===== src/verilog/strength_pkg.sv =====
// Purpose: shared constants for the signal-strength and on-off demod block
// Assumes: 10 MHz system clock stands in for the reference crystal
// Notes: levels are in half-decibel steps throughout
package strength_pkg;

    // ****************************************
    // widths and timing
    // ****************************************
    localparam int LEVEL_W = 8;               // strength in 0.5 dB steps
    localparam int WINDOW_LEN = 16;           // samples per sliding window
    localparam int WINDOW_SHIFT = 4;          // log2 of the window
    localparam int SAMPLES_PER_PERIOD = 16;   // samples per deviation period
    localparam int CLK_SYS_HZ = 10_000_000;
    localparam int CLK_PERIOD_NS = 100;
    // sample rate = 16 * clk / (32 * (1 + dev)) = clk / (2 * (1 + dev))
    localparam int DEV_DIVISOR = 32 / SAMPLES_PER_PERIOD;
    // chip period = 64 * (1 + rate) cycles; decay base is one sixteenth
    localparam int CHIP_DIVISOR = 64;
    localparam int DECAY_BASE_DIV = CHIP_DIVISOR / 16;

    // ****************************************
    // reset values and fixed levels
    // ****************************************
    localparam logic [7:0] DEVIATION_RESET = 8'h03;  // 100 kHz second IF
    localparam logic [8:0] PEAK_MARGIN = 9'h00C;     // 6 dB in 0.5 dB steps
    localparam logic [8:0] PEAK_RESET = 9'h000;
    localparam logic [15:0] AVG_RESET = 16'h0000;
    localparam int AVG_BASE_SHIFT = 3;               // average filter base

    // ****************************************
    // threshold kinds
    // ****************************************
    localparam logic [1:0] KIND_FIXED = 2'h0;
    localparam logic [1:0] KIND_PEAK = 2'h1;
    localparam logic [1:0] KIND_AVERAGE = 2'h2;

endpackage


===== src/verilog/rssi_ook_threshold_demod.sv =====
// Purpose: signal-strength estimate, strength interrupt, on-off and fsk demod
// Assumes: analog chain delivers level samples in 0.5 dB steps and a phase sign
// Notes: raw data only; bit timing recovery sits outside this block
`timescale 1ns/100ps
`default_nettype none
module rssi_ook_threshold_demod
    import strength_pkg::*;
#(
    parameter int LEVEL_WIDTH = LEVEL_W
) (
    input wire logic clk_sys,
    input wire logic rst,
    // analog side
    input wire logic [LEVEL_WIDTH-1:0] levelSample,
    input wire logic phaseLead,
    // configuration
    input wire logic onOffMode,
    input wire logic [7:0] deviationSetting,
    input wire logic [7:0] bitRateSetting,
    input wire logic [LEVEL_WIDTH-1:0] strengthIrqLevel,
    input wire logic strengthIrqClear,
    input wire logic irqRoutePinA,
    input wire logic irqRoutePinB,
    input wire logic [1:0] onoffThresholdKind,
    input wire logic [2:0] onoffDecayStep,
    input wire logic [2:0] onoffDecayInterval,
    input wire logic [1:0] onoffAverageCutoff,
    input wire logic [LEVEL_WIDTH-1:0] onoffFloorLevel,
    input wire logic polyphaseFilterEnable,
    input wire logic [3:0] polyphaseCenterFreq,
    input wire logic [3:0] activeFilterCutoff,
    input wire logic [3:0] passiveFilterBw,
    // results
    output logic [LEVEL_WIDTH-1:0] signalStrengthValue,
    output logic strengthIrqFlag,
    output logic interruptPinA,
    output logic interruptPinB,
    output logic [LEVEL_WIDTH-1:0] onoffThreshold,
    output logic demodData,
    output logic sampleStrobe,
    // filter controls toward the analog chain
    output logic polyphaseOn,
    output logic lowPassOn,
    output logic [3:0] filterCenterCode,
    output logic [3:0] filterCutoffCode,
    output logic [3:0] passiveBwCode
);

    // ****************************************
    // state
    // ****************************************
    typedef struct packed {
        // rate dividers
        logic [9:0] sampleCnt;
        logic sampleEn;
        logic [17:0] decayCnt;
        // threshold tracking
        logic [8:0] peak;
        logic [15:0] avgAcc;
        // interrupt flag and pins
        logic irqFlag;
        logic pinA;
        logic pinB;
        // demod results
        logic data;
        logic [LEVEL_WIDTH-1:0] thresh;
        // filter controls
        logic polyOn;
        logic lpOn;
        logic [3:0] center;
        logic [3:0] cutoff;
        logic [3:0] passive;
    } demod_s;

    demod_s st_reg;
    demod_s st_next;

    // window result
    logic [LEVEL_WIDTH-1:0] mean;
    logic meanValid;
    // divider limits
    logic [9:0] sampleLimit;
    logic [9:0] chipBase;
    logic [17:0] decayLimit;
    // threshold arithmetic
    logic [8:0] decayAmount;
    logic [8:0] peakFloor;
    logic [8:0] peakLessMargin;
    logic [8:0] peakThresh;
    logic [8:0] decayed;
    logic [15:0] avgDelta;
    logic [LEVEL_WIDTH-1:0] avgLevel;
    logic [LEVEL_WIDTH-1:0] activeThresh;
    logic decayTick;
    logic onoffBit;

    // ****************************************
    // averaging window
    // ****************************************
    sliding_average #(
        .WIDTH(LEVEL_WIDTH)
    ) u_window (
        .clk_sys(clk_sys),
        .rst(rst),
        .sampleEn(st_reg.sampleEn),
        .sampleIn(levelSample),
        .meanOut(mean),
        .meanValid(meanValid)
    );

    // ****************************************
    // rate and level arithmetic
    // ****************************************
    // same divider serves both modes; deviation code sets the rate
    always_comb begin
        sampleLimit = 10'(DEV_DIVISOR * (32'(deviationSetting) + 1) - 1);
        chipBase = 10'(DECAY_BASE_DIV * (32'(bitRateSetting) + 1));
    end

    // ****************************************
    // decay tables
    // ****************************************

    // decay interval in sixteenths of a chip
    always_comb begin
        case (onoffDecayInterval)
            3'h0: decayLimit = {4'h0, chipBase, 4'h0};
            3'h1: decayLimit = {3'h0, chipBase, 5'h00};
            3'h2: decayLimit = {2'h0, chipBase, 6'h00};
            3'h3: decayLimit = {1'h0, chipBase, 7'h00};
            3'h4: decayLimit = {5'h00, chipBase, 3'h0};
            3'h5: decayLimit = {6'h00, chipBase, 2'h0};
            3'h6: decayLimit = {7'h00, chipBase, 1'h0};
            default: decayLimit = {8'h00, chipBase};
        endcase
    end

    // decay step in half-decibel units
    always_comb begin
        case (onoffDecayStep)
            3'h0: decayAmount = 9'h001;
            3'h1: decayAmount = 9'h002;
            3'h2: decayAmount = 9'h003;
            3'h3: decayAmount = 9'h004;
            3'h4: decayAmount = 9'h006;
            3'h5: decayAmount = 9'h008;
            3'h6: decayAmount = 9'h00A;
            default: decayAmount = 9'h00C;
        endcase
    end

    // ****************************************
    // threshold selection
    // ****************************************

    // threshold candidates for each kind
    always_comb begin
        peakFloor = {1'b0, onoffFloorLevel} + PEAK_MARGIN;
        peakLessMargin = (st_reg.peak > PEAK_MARGIN) ?
            st_reg.peak - PEAK_MARGIN : 9'h000;
        peakThresh = (peakLessMargin < {1'b0, onoffFloorLevel}) ?
            {1'b0, onoffFloorLevel} : peakLessMargin;
        decayed = (st_reg.peak > peakFloor + decayAmount) ?
            st_reg.peak - decayAmount : peakFloor;
        avgLevel = st_reg.avgAcc[15:16-LEVEL_WIDTH];
        avgDelta = {mean, {(16-LEVEL_WIDTH){1'b0}}} - st_reg.avgAcc;
        case (onoffThresholdKind)
            KIND_FIXED: activeThresh = onoffFloorLevel;
            KIND_PEAK: activeThresh = peakThresh[LEVEL_WIDTH-1:0];
            KIND_AVERAGE: activeThresh = avgLevel;
            default: activeThresh = peakThresh[LEVEL_WIDTH-1:0];
        endcase
        decayTick = (st_reg.decayCnt >= decayLimit - 18'h00001);
        onoffBit = (mean > activeThresh);
    end

    // ****************************************
    // next state
    // ****************************************
    always_comb begin
        st_next = st_reg;
        // ****************************************
        // sample strobe divider
        // ****************************************
        st_next.sampleEn = 1'b0;
        if (st_reg.sampleCnt >= sampleLimit) begin
            st_next.sampleCnt = 10'h000;
            st_next.sampleEn = 1'b1;
        end else begin
            st_next.sampleCnt = st_reg.sampleCnt + 10'h001;
        end

        // ****************************************
        // decay interval counter
        // ****************************************
        st_next.decayCnt = decayTick ? 18'h00000 : st_reg.decayCnt + 18'h00001;

        // ****************************************
        // peak tracking: reload wins over decay
        // ****************************************
        if (meanValid && ({1'b0, mean} > st_reg.peak)) begin
            st_next.peak = {1'b0, mean};
        end else if (decayTick && !st_reg.data) begin
            st_next.peak = decayed;
        end

        // ****************************************
        // average threshold: first-order filter of the strength
        // ****************************************
        if (meanValid) begin
            st_next.avgAcc = st_reg.avgAcc
                + 16'($signed(avgDelta) >>> (AVG_BASE_SHIFT + 32'(onoffAverageCutoff)));
        end

        // ****************************************
        // demod data, raw and unsynchronised
        // ****************************************
        if (meanValid) begin
            st_next.data = onOffMode ? onoffBit : phaseLead;
            st_next.thresh = activeThresh;
        end

        // ****************************************
        // strength interrupt: set beats a same-cycle clear
        // ****************************************
        if (strengthIrqClear) begin
            st_next.irqFlag = 1'b0;
        end
        if (meanValid && (mean > strengthIrqLevel)) begin
            st_next.irqFlag = 1'b1;
        end
        st_next.pinA = st_next.irqFlag & irqRoutePinA;
        st_next.pinB = st_next.irqFlag & irqRoutePinB;

        // ****************************************
        // channel filter controls
        // ****************************************
        st_next.polyOn = polyphaseFilterEnable;
        st_next.lpOn = ~polyphaseFilterEnable;
        st_next.center = polyphaseCenterFreq;
        st_next.cutoff = activeFilterCutoff;
        st_next.passive = passiveFilterBw;
    end

    // state register
    always_ff @(posedge clk_sys) begin
        if (rst) begin
            st_reg <= '0;
            st_reg.peak <= PEAK_RESET;
            st_reg.avgAcc <= AVG_RESET;
            st_reg.lpOn <= 1'b1;
        end else begin
            st_reg <= st_next;
        end
    end

    // ****************************************
    // outputs
    // ****************************************
    assign signalStrengthValue = mean;
    assign strengthIrqFlag = st_reg.irqFlag;
    assign interruptPinA = st_reg.pinA;
    assign interruptPinB = st_reg.pinB;
    assign onoffThreshold = st_reg.thresh;
    assign demodData = st_reg.data;
    assign sampleStrobe = st_reg.sampleEn;
    assign polyphaseOn = st_reg.polyOn;
    assign lowPassOn = st_reg.lpOn;
    assign filterCenterCode = st_reg.center;
    assign filterCutoffCode = st_reg.cutoff;
    assign passiveBwCode = st_reg.passive;

endmodule // rssi_ook_threshold_demod
`default_nettype wire


===== src/verilog/sliding_average.sv =====
// Purpose: mean of the latest sixteen strength samples
// Assumes: sampleEn is a one-cycle pulse at the sample rate
// Notes: running sum avoids re-adding the whole window each sample
`timescale 1ns/100ps
`default_nettype none
module sliding_average
    import strength_pkg::*;
#(
    parameter int WIDTH = LEVEL_W
) (
    input wire logic clk_sys,
    input wire logic rst,
    input wire logic sampleEn,
    input wire logic [WIDTH-1:0] sampleIn,
    output logic [WIDTH-1:0] meanOut,
    output logic meanValid
);

    typedef struct packed {
        logic [WINDOW_LEN-1:0][WIDTH-1:0] taps;
        logic [WINDOW_SHIFT-1:0] ptr;
        logic [WIDTH+WINDOW_SHIFT-1:0] sum;
        logic [WIDTH-1:0] mean;
        logic valid;
    } avg_s;

    avg_s st_reg;
    avg_s st_next;

    // window update: add newest, drop oldest, one sample at a time
    always_comb begin
        st_next = st_reg;
        st_next.valid = 1'b0;
        if (sampleEn) begin
            st_next.sum = st_reg.sum + {{WINDOW_SHIFT{1'b0}}, sampleIn}
                - {{WINDOW_SHIFT{1'b0}}, st_reg.taps[st_reg.ptr]};
            st_next.taps[st_reg.ptr] = sampleIn;
            st_next.ptr = st_reg.ptr + 1'b1;
            st_next.mean = st_next.sum[WIDTH+WINDOW_SHIFT-1:WINDOW_SHIFT];
            st_next.valid = 1'b1;
        end
    end

    // state register
    always_ff @(posedge clk_sys) begin
        if (rst) begin
            st_reg <= '0;
        end else begin
            st_reg <= st_next;
        end
    end

    assign meanOut = st_reg.mean;
    assign meanValid = st_reg.valid;

endmodule // sliding_average
`default_nettype wire


===== config.mk =====
export PLATFORM = sky130hd
export DESIGN_NAME = rssi_ook_threshold_demod
export DESIGN_NICKNAME = d
export VERILOG_FILES = /design/src/verilog/strength_pkg.sv /design/src/verilog/rssi_ook_threshold_demod.sv /design/src/verilog/sliding_average.sv
export SDC_FILE = /design/constraint.sdc
export NUM_CORES = 1
export LEC_CHECK = 0
export BUFFER_PORTS_ARGS = -buffer_cell sky130_fd_sc_hd__buf_2
export CORE_MARGIN = 10
export CORE_UTILIZATION = 50
export DETAILED_ROUTE_END_ITERATION = 7
export GPL_ROUTABILITY_DRIVEN = 1
export PLACE_DENSITY = 0.68
export SETUP_SLACK_MARGIN = 0.02
export SYNTH_ARGS = -nofsm -noshare
export SYNTH_HDL_FRONTEND = slang
export SYNTH_SLANG_ARGS = --single-unit

===== constraint.sdc =====
create_clock -name clk_sys -period 9.5 [get_ports clk_sys]
set_input_delay 0.475 -clock clk_sys [delete_from_list [all_inputs] [get_ports clk_sys]]
set_output_delay 0.475 -clock clk_sys [all_outputs]
set_load 0.01 [all_outputs]

==> flow_summary_export.csv, run 1 <==
group,metric,value,unit
die,dieWidth,196,µm
flow_run,drv_cap,0,
final_layout,fin_nets,2145,
logic_synthesis,synth_top_area_share,29.1,%
power,leakagePower,0.00671,µW
timing,whs,132,ps
global_route,overflow,0,
cts,htree_levels,1,
logic_synthesis,synth_area_leaders,"dfxtp_1 (29%), ha_1 (9.7%), nand2_1 (8.4%), a21oi_1 (6.1%), mux4_2 (6.0%)",
logic_synthesis,synth_edf_count,0,
timing,tightest_slew,778,ps
power,powerDensity,133,nW/µm²
global_route,antenna_found_initial,0,
setup_path,worst_setup_path_start_kind,"flop",
logic_synthesis,synthArstFlopShare,0,%
die,core_area,30600,µm²
setup_path,timing.reg2reg.setup_slack,4460,ps
logic_synthesis,yosys.area.top_type,"dfxtp_1",
logic_synthesis,netlist_instances,1935,
timing,skew,22.2,ps
drt,totalWireLength,39.2,mm
setup_path,cp_slowest_stage_delay,580,ps
timing,slew_violations,0,
setup_path,cp_slowest_cell,"dfxtp_1",
die,fp-row-count,64,
setup_path,reg2reg_from,"st_reg[44]",
cts,cts_tree,"built",
setup_path,endpoint_kind,"flop",
final_layout,fin_util,55.0,%
timing,tns,0,ps
setup_path,critPathTopFamily,"compound AO/OA/AOI/OAI gates",
place,portBuffers,104,
timing,grt_setup_unrepaired,"no",
setup_path,crit_path_cell_trace,"ha_1, or3b_1, a311oi_4, and2b_1, ha_1, nand2_1, nand2_1, a221o_1, a21o_1, mux2i_1, a21o_1, ha_1, nor2b_1, o21a_1, o21ai_0, nand2b_1, a21oi_1, o21ai_0, o311ai_0, a311oi_1",
timing,period_share,53.1,%
cts,root_buffer,"clkbuf_16",
logic_synthesis,yosysSeqAreaShare,29.1,%
setup_path,critical_path_required,9890,ps
drt,top_layer,"met4",
drt,vias_per_cell,5.62,
final_layout,area.growth.synth_to_final,8.72,%
cts,cts_resized,0,
global_route,grt_first_pass_wirelength,64.3,mm
worst_hold_path,min_path_cells,2,
timing,max_freq,0.198,GHz
logic_synthesis,ys.warnings.count,0,
place,placed_cell_area,16000,µm²
drt,drtIter0Drc,809,
setup_path,timing.rr.end,"demodData",
logic_synthesis,synth_cell_types,87,
power,combPwrFrac,11.6,%
cts,numCtsBuffers,26,
drt,num_vias,13300,
cts,cts_hold_buf,0,
power,p_sw_share,25.7,%
worst_hold_path,hold_class,"in -> reg",
timing,setup_slack,4460,ps
timing,slew_headroom,48.0,%
drt,first_pass_iters,5,
cts,clock_tree.buffer_depth,3,
setup_path,path_max_fanout,13,
place,dpl.hpwl,28.4,mm
global_route,grt.total_usage,19.7,%
final_layout,largest_reg_flops,136,
global_route,grt_max_degree,81,
die,io_pins,105,
place,place_congestion,0.911,
drt,wl_per_cell,16.6,µm
cts,clk_latency,550,ps
logic_synthesis,syn-cell-area,15500,µm²
final_layout,antenna_cells,0,
logic_synthesis,ys.flop_type,"dfxtp_1",
drt,met3WireLength,2.18,mm
die,die_area,38400,µm²
place,place_ws,4440,ps
global_route,grt_pass1_vias,12800,
cts,post_cts_buffers,0,
setup_path,crit_arrival,5440,ps
timing,period_minus_slack,5040,ps
power,internal-power,1660,µW
logic_synthesis,synth_fp_nets,2136,
drt,drtAntennaViolNets,0,
power,seq_power_share,42.6,%
die,start_util,50.6,%
drt,drt-met1-wl,17.4,mm
drt,drc,0,
setup_path,crit_type,"reg -> reg",
final_layout,final_area,16800,µm²
timing,hold_viol,0,
drt,wl_met2,18.9,mm
logic_synthesis,avgSynthCellArea,8.00,µm²
cts,path_clk_slew,60,ps
power,vdd_drop_max,137,µV
cts,cts.sinks,225,
run_status,outcome,"finished, final reports clean",
final_layout,drive_above_1_share,11.5,%
timing,setup_viol,0,
logic_synthesis,ys_seq_elements,225,
worst_hold_path,hold_end,"lowPassOn",
worst_hold_path,hp-start,"polyphaseFilterEnable",
setup_path,cpMostUsedCell,"ha_1",
power,p_clk_share,45.8,%
die,fp.dieH,196,µm
setup_path,r2r_cells,20,
setup_path,critical_path_buf_inv_count,0,
power,switchingPower,575,µW
[kinds of logic after synthesis]
logic type	count (synthesis)	share of synthesized area (%)
AOI/OAI and AO/OA	429	17.2
adders and majority gates	131	11.1
and+or+nand+nor	712	20.7
DFF	225	29.1
xor gates and xnor gates	103	5.82
buffers and inverters	241	6.63
muxes	94	9.44
[final cells by class]
cell class / count / area [µm²]
sequential: 225 / 4510
clock inverter: 13 / 174
tap: 396 / 495
inverter: 110 / 413
clock buffer: 33 / 707
multi-input combinational: 1469 / 9960
fill: 2864 / 13800
timing repair buffer: 112 / 587
[synthesized netlist by cell type, drive strengths merged (10+ instances only)]
master and instances:
nor3 32, nand2 347, and3 14, mux4 41, o21a 11, a31oi 21
clkbuf 85, or3 12, o21ai 87, fa 11, buf 46, mux2i 47
xor2 45, xnor2 58, nor2b 24, nor2 140, and2 28, inv 109
a21o 22, a21oi 189, nand3 44, nand2b 22, a211oi 21, dfxtp 225
ha 120, o211ai 12, nor4 10, nand4 12
[power by group through the flow]
stage          combinational [µW]  sequential [µW]  clock (µW)
4_1_cts                       259              953        1040
6_report                      260              953        1020
3_3_place_gp                  253              973           0
5_1_grt                       292              953        1080
3_5_place_dp                  258              974           0
2_1_floorplan                 196              973           0
[layout by cell type, fill, tap and decap left out, types with 6 or more instances in the layout]
master     Yosys  routed
a211o_1        7       7
a211oi_1      20      20
a21o_1        22      22
a21oi_1      189     189
a31oi_1       20      20
and2_1        28      28
and3_1        13      13
buf_2          2     103
buf_4         28       8
clkbuf_16      0      26
clkinv_2       0       6
dfxtp_1      225     224
fa_1          11      11
ha_1         120     120
inv_1        109     109
mux2_2         6       6
mux2i_1       47      47
mux4_2        41      41
nand2_1      347     347
nand2b_1      22      22
nand3_1       44      44
nand4_1       12      12
nor2_1       139     139
nor2b_1       24      24
nor3_1        31      31
nor4_1         9       9
o211ai_1      12      12
o21a_1        11      11
o21ai_0       83      83
or2_2          6       6
or3_1         12      12
xnor2_1       58      58
xor2_1        45      45
[how the worst max path moves through the flow]
stage                          startpoint           to  slack, ps  cells after the start
finish                         st_reg[44]    demodData       4460                     20
global placement    onoffAverageCutoff[0]  avgLevel[6]       4550                     16
global route                   st_reg[44]    demodData       4140                     20
CTS                            st_reg[44]    demodData       4500                     20
detailed placement  onoffDecayInterval[0]   st_reg[46]       4440                     17
floorplan           onoffAverageCutoff[0]  avgLevel[6]       4920                     19
[per-stage QoR]
step / power (µW) / std cells
6_report: 2240 / 2358
5_1_grt: 2320 / 2358
4_1_cts: 2260 / 2358
3_5_place_dp: 1230 / 2312
3_3_place_gp: 1230 / 2312
2_1_floorplan: 1170 / 1935
[routing by layer]
layer  global-route usage (%)  up-vias
li1                         -     6712
met1                     25.5     6151
met2                     33.8      343
met3                     2.76       52
met4                     4.67        0
met5                        0        -
(Power assumes the default switching activity.)
==> run 2, diff against run 1 <==
==> constraint.sdc (replaced) <==
create_clock -name clk_sys -period 4.75 [get_ports clk_sys]
set_input_delay 0.2375 -clock clk_sys [delete_from_list [all_inputs] [get_ports clk_sys]]
set_output_delay 0.2375 -clock clk_sys [all_outputs]
set_load 0.01 [all_outputs]
==> flow_summary_export.csv, run 2 (synthesis gave the netlist of run 1 again) <==
group,metric,value,unit
drt,drc,0,
setup_path,cpMostUsedCell,"o21ai_0",
timing,whs,118,ps
drt,first_pass_iters,5,
final_layout,fin_util,56.6,%
setup_path,cp_slowest_cell,"or3b_1",
place,placed_cell_area,16200,µm²
cts,clk_latency,550,ps
die,die_area,38400,µm²
setup_path,reg2reg_from,"st_reg[44]",
final_layout,final_area,17300,µm²
setup_path,endpoint_kind,"flop",
setup_path,timing.reg2reg.setup_slack,360,ps
die,core_area,30600,µm²
drt,totalWireLength,40.2,mm
final_layout,drive_above_1_share,13.2,%
die,fp.dieH,196,µm
final_layout,multiInputGateArea,9980,µm²
drt,vias_per_cell,5.68,
timing,slew_headroom,50.1,%
final_layout,fin_nets,2196,
setup_path,path_max_fanout,9,
drt,met3WireLength,2.28,mm
worst_hold_path,hold_end,"u_window.st_reg[11]",
timing,period_minus_slack,4390,ps
cts,htree_levels,1,
setup_path,crit_arrival,4790,ps
timing,grt_setup_unrepaired,"no",
die,fp-row-count,64,
timing,skew,11.6,ps
timing,slew_violations,0,
drt,drtIter0Drc,948,
final_layout,area.growth.synth_to_final,11.8,%
flow_run,drv_cap,0,
global_route,grt_max_degree,136,
final_layout,antenna_cells,0,
setup_path,cp_slowest_stage_delay,400,ps
drt,drtAntennaViolNets,0,
setup_path,r2r_cells,22,
cts,cts.sinks,225,
global_route,overflow,0,
setup_path,timing.rr.end,"demodData",
cts,path_clk_slew,60,ps
final_layout,largest_reg_flops,136,
setup_path,crit_path_cell_trace,"ha_2, or3b_1, a311oi_4, buf_4, nor2_1, ha_1, a21oi_1, nor2b_1, o21ai_0, nand3_1, a21o_4, buf_4, and3_4, a311oi_1, ha_1, o21a_1, o21ai_0, nand2b_1, a21oi_1, o21ai_0, o311ai_0, a311oi_1",
global_route,antenna_found_initial,0,
setup_path,crit_type,"reg -> reg",
timing,max_freq,0.228,GHz
worst_hold_path,min_path_cells,2,
run_status,outcome,"finished, final reports clean",
cts,post_cts_buffers,0,
final_layout,ff_latch_area,4510,µm²
timing,period_share,92.5,%
place,dpl.hpwl,28.8,mm
drt,top_layer,"met4",
power,powerDensity,258,nW/µm²
place,place_congestion,0.903,
place,portBuffers,104,
worst_hold_path,hp-start,"rst",
power,vdd_drop_max,252,µV
power,leakagePower,0.00696,µW
cts,clock_tree.buffer_depth,3,
final_layout,final_cell_mix,"nand2_1 (347), dfxtp_1 (224), a21oi_1 (189)",
die,start_util,50.6,%
final_layout,fillers,2783,
cts,numCtsBuffers,26,
drt,drt-met1-wl,17.3,mm
timing,tightest_slew,747,ps
setup_path,worst_setup_path_start_kind,"flop",
setup_path,critical_path_required,5150,ps
timing,hold_viol,0,
timing,tns,0,ps
cts,root_buffer,"clkbuf_16",
drt,num_vias,13700,
cts,cts_tree,"built",
drt,wl_met2,19.6,mm
timing,setup_viol,0,
global_route,grt_first_pass_wirelength,65.8,mm
die,dieWidth,196,µm
worst_hold_path,hold_class,"in -> reg",
global_route,grt.total_usage,20.1,%
die,io_pins,105,
global_route,grt_pass1_vias,13200,
drt,wl_per_cell,16.7,µm
final_layout,final_common_cell,"nand2_1",
## run 2: cell count changes in the layout (fill, tap and decap cells not counted), moves of 3 or more
cell | before | now
buf_4 | 8 | 38
dlygate4sd3_1 | 0 | 19
clkbuf_8 | 3 | 7
clkinv_2 | 6 | 3
## run 2: metal layers
metal  global-route usage, %  vias up
li1                        -     6822
met1                    25.2     6425
met2                    35.1      379
met3                    2.86       69
met4                    5.85        0
met5                       0        -
## run 2: how the worst max path moves through the flow
stage / start / to / slack (ps) / cells past startpoint
6_report: st_reg[44] / demodData / 360 / 22
5_1_grt: st_reg[45] / demodData / 9 / 22
3_3_place_gp: bitRateSetting[0] / st_reg[46] / 180 / 18
4_1_cts: avgLevel[0] / avgLevel[6] / 300 / 19
3_5_place_dp: bitRateSetting[0] / st_reg[46] / 90 / 18
2_1_floorplan: u_window.st_reg[21] / u_window.meanOut[6] / 270 / 15
## run 2: power by group
part           switching [µW]  leakage (µW)  internal, µW
logic                     322       0.00472           223
registers                6.90       0.00182          1900
clock network             834      0.000422          1180
## run 2: cell type report
cell class,count,area share [%]
clock buffer,37,4.40
sequential,225,26.0
tap,396,2.86
multi-input combinational,1469,57.6
inverter,110,2.38
timing repair buffer,163,6.02
clock inverter,11,0.708
## run 2: what timing repair did
action                                 4_1_cts  5_1_grt
setup endpoints to repair                    0        4
hold buffers                                19        0
endpoints found under the hold margin       18        0
resized for setup                            0        6
## run 2: worst max-delay path: cells and delay by family (launching register included)
| family | cells | cell delay, ps |
|---|---|---|
| AOI/OAI and AO/OA | 11 | 1800 |
| and+or+nand+nor | 6 | 910 |
| adders and majority gates | 3 | 810 |
| buffers and inverters | 2 | 380 |
| DFF | 1 | 340 |
## run 2: stage by stage
step | setup WS (ps) | cells | power (µW)
final | 359 | 2411 | 4470
after global routing | 9.00 | 2411 | 4660
after global placement | 182 | 2344 | 2460
after CTS | 298 | 2411 | 4500
after floorplan | 271 | 1935 | 2340
after detailed placement | 85.5 | 2344 | 2470
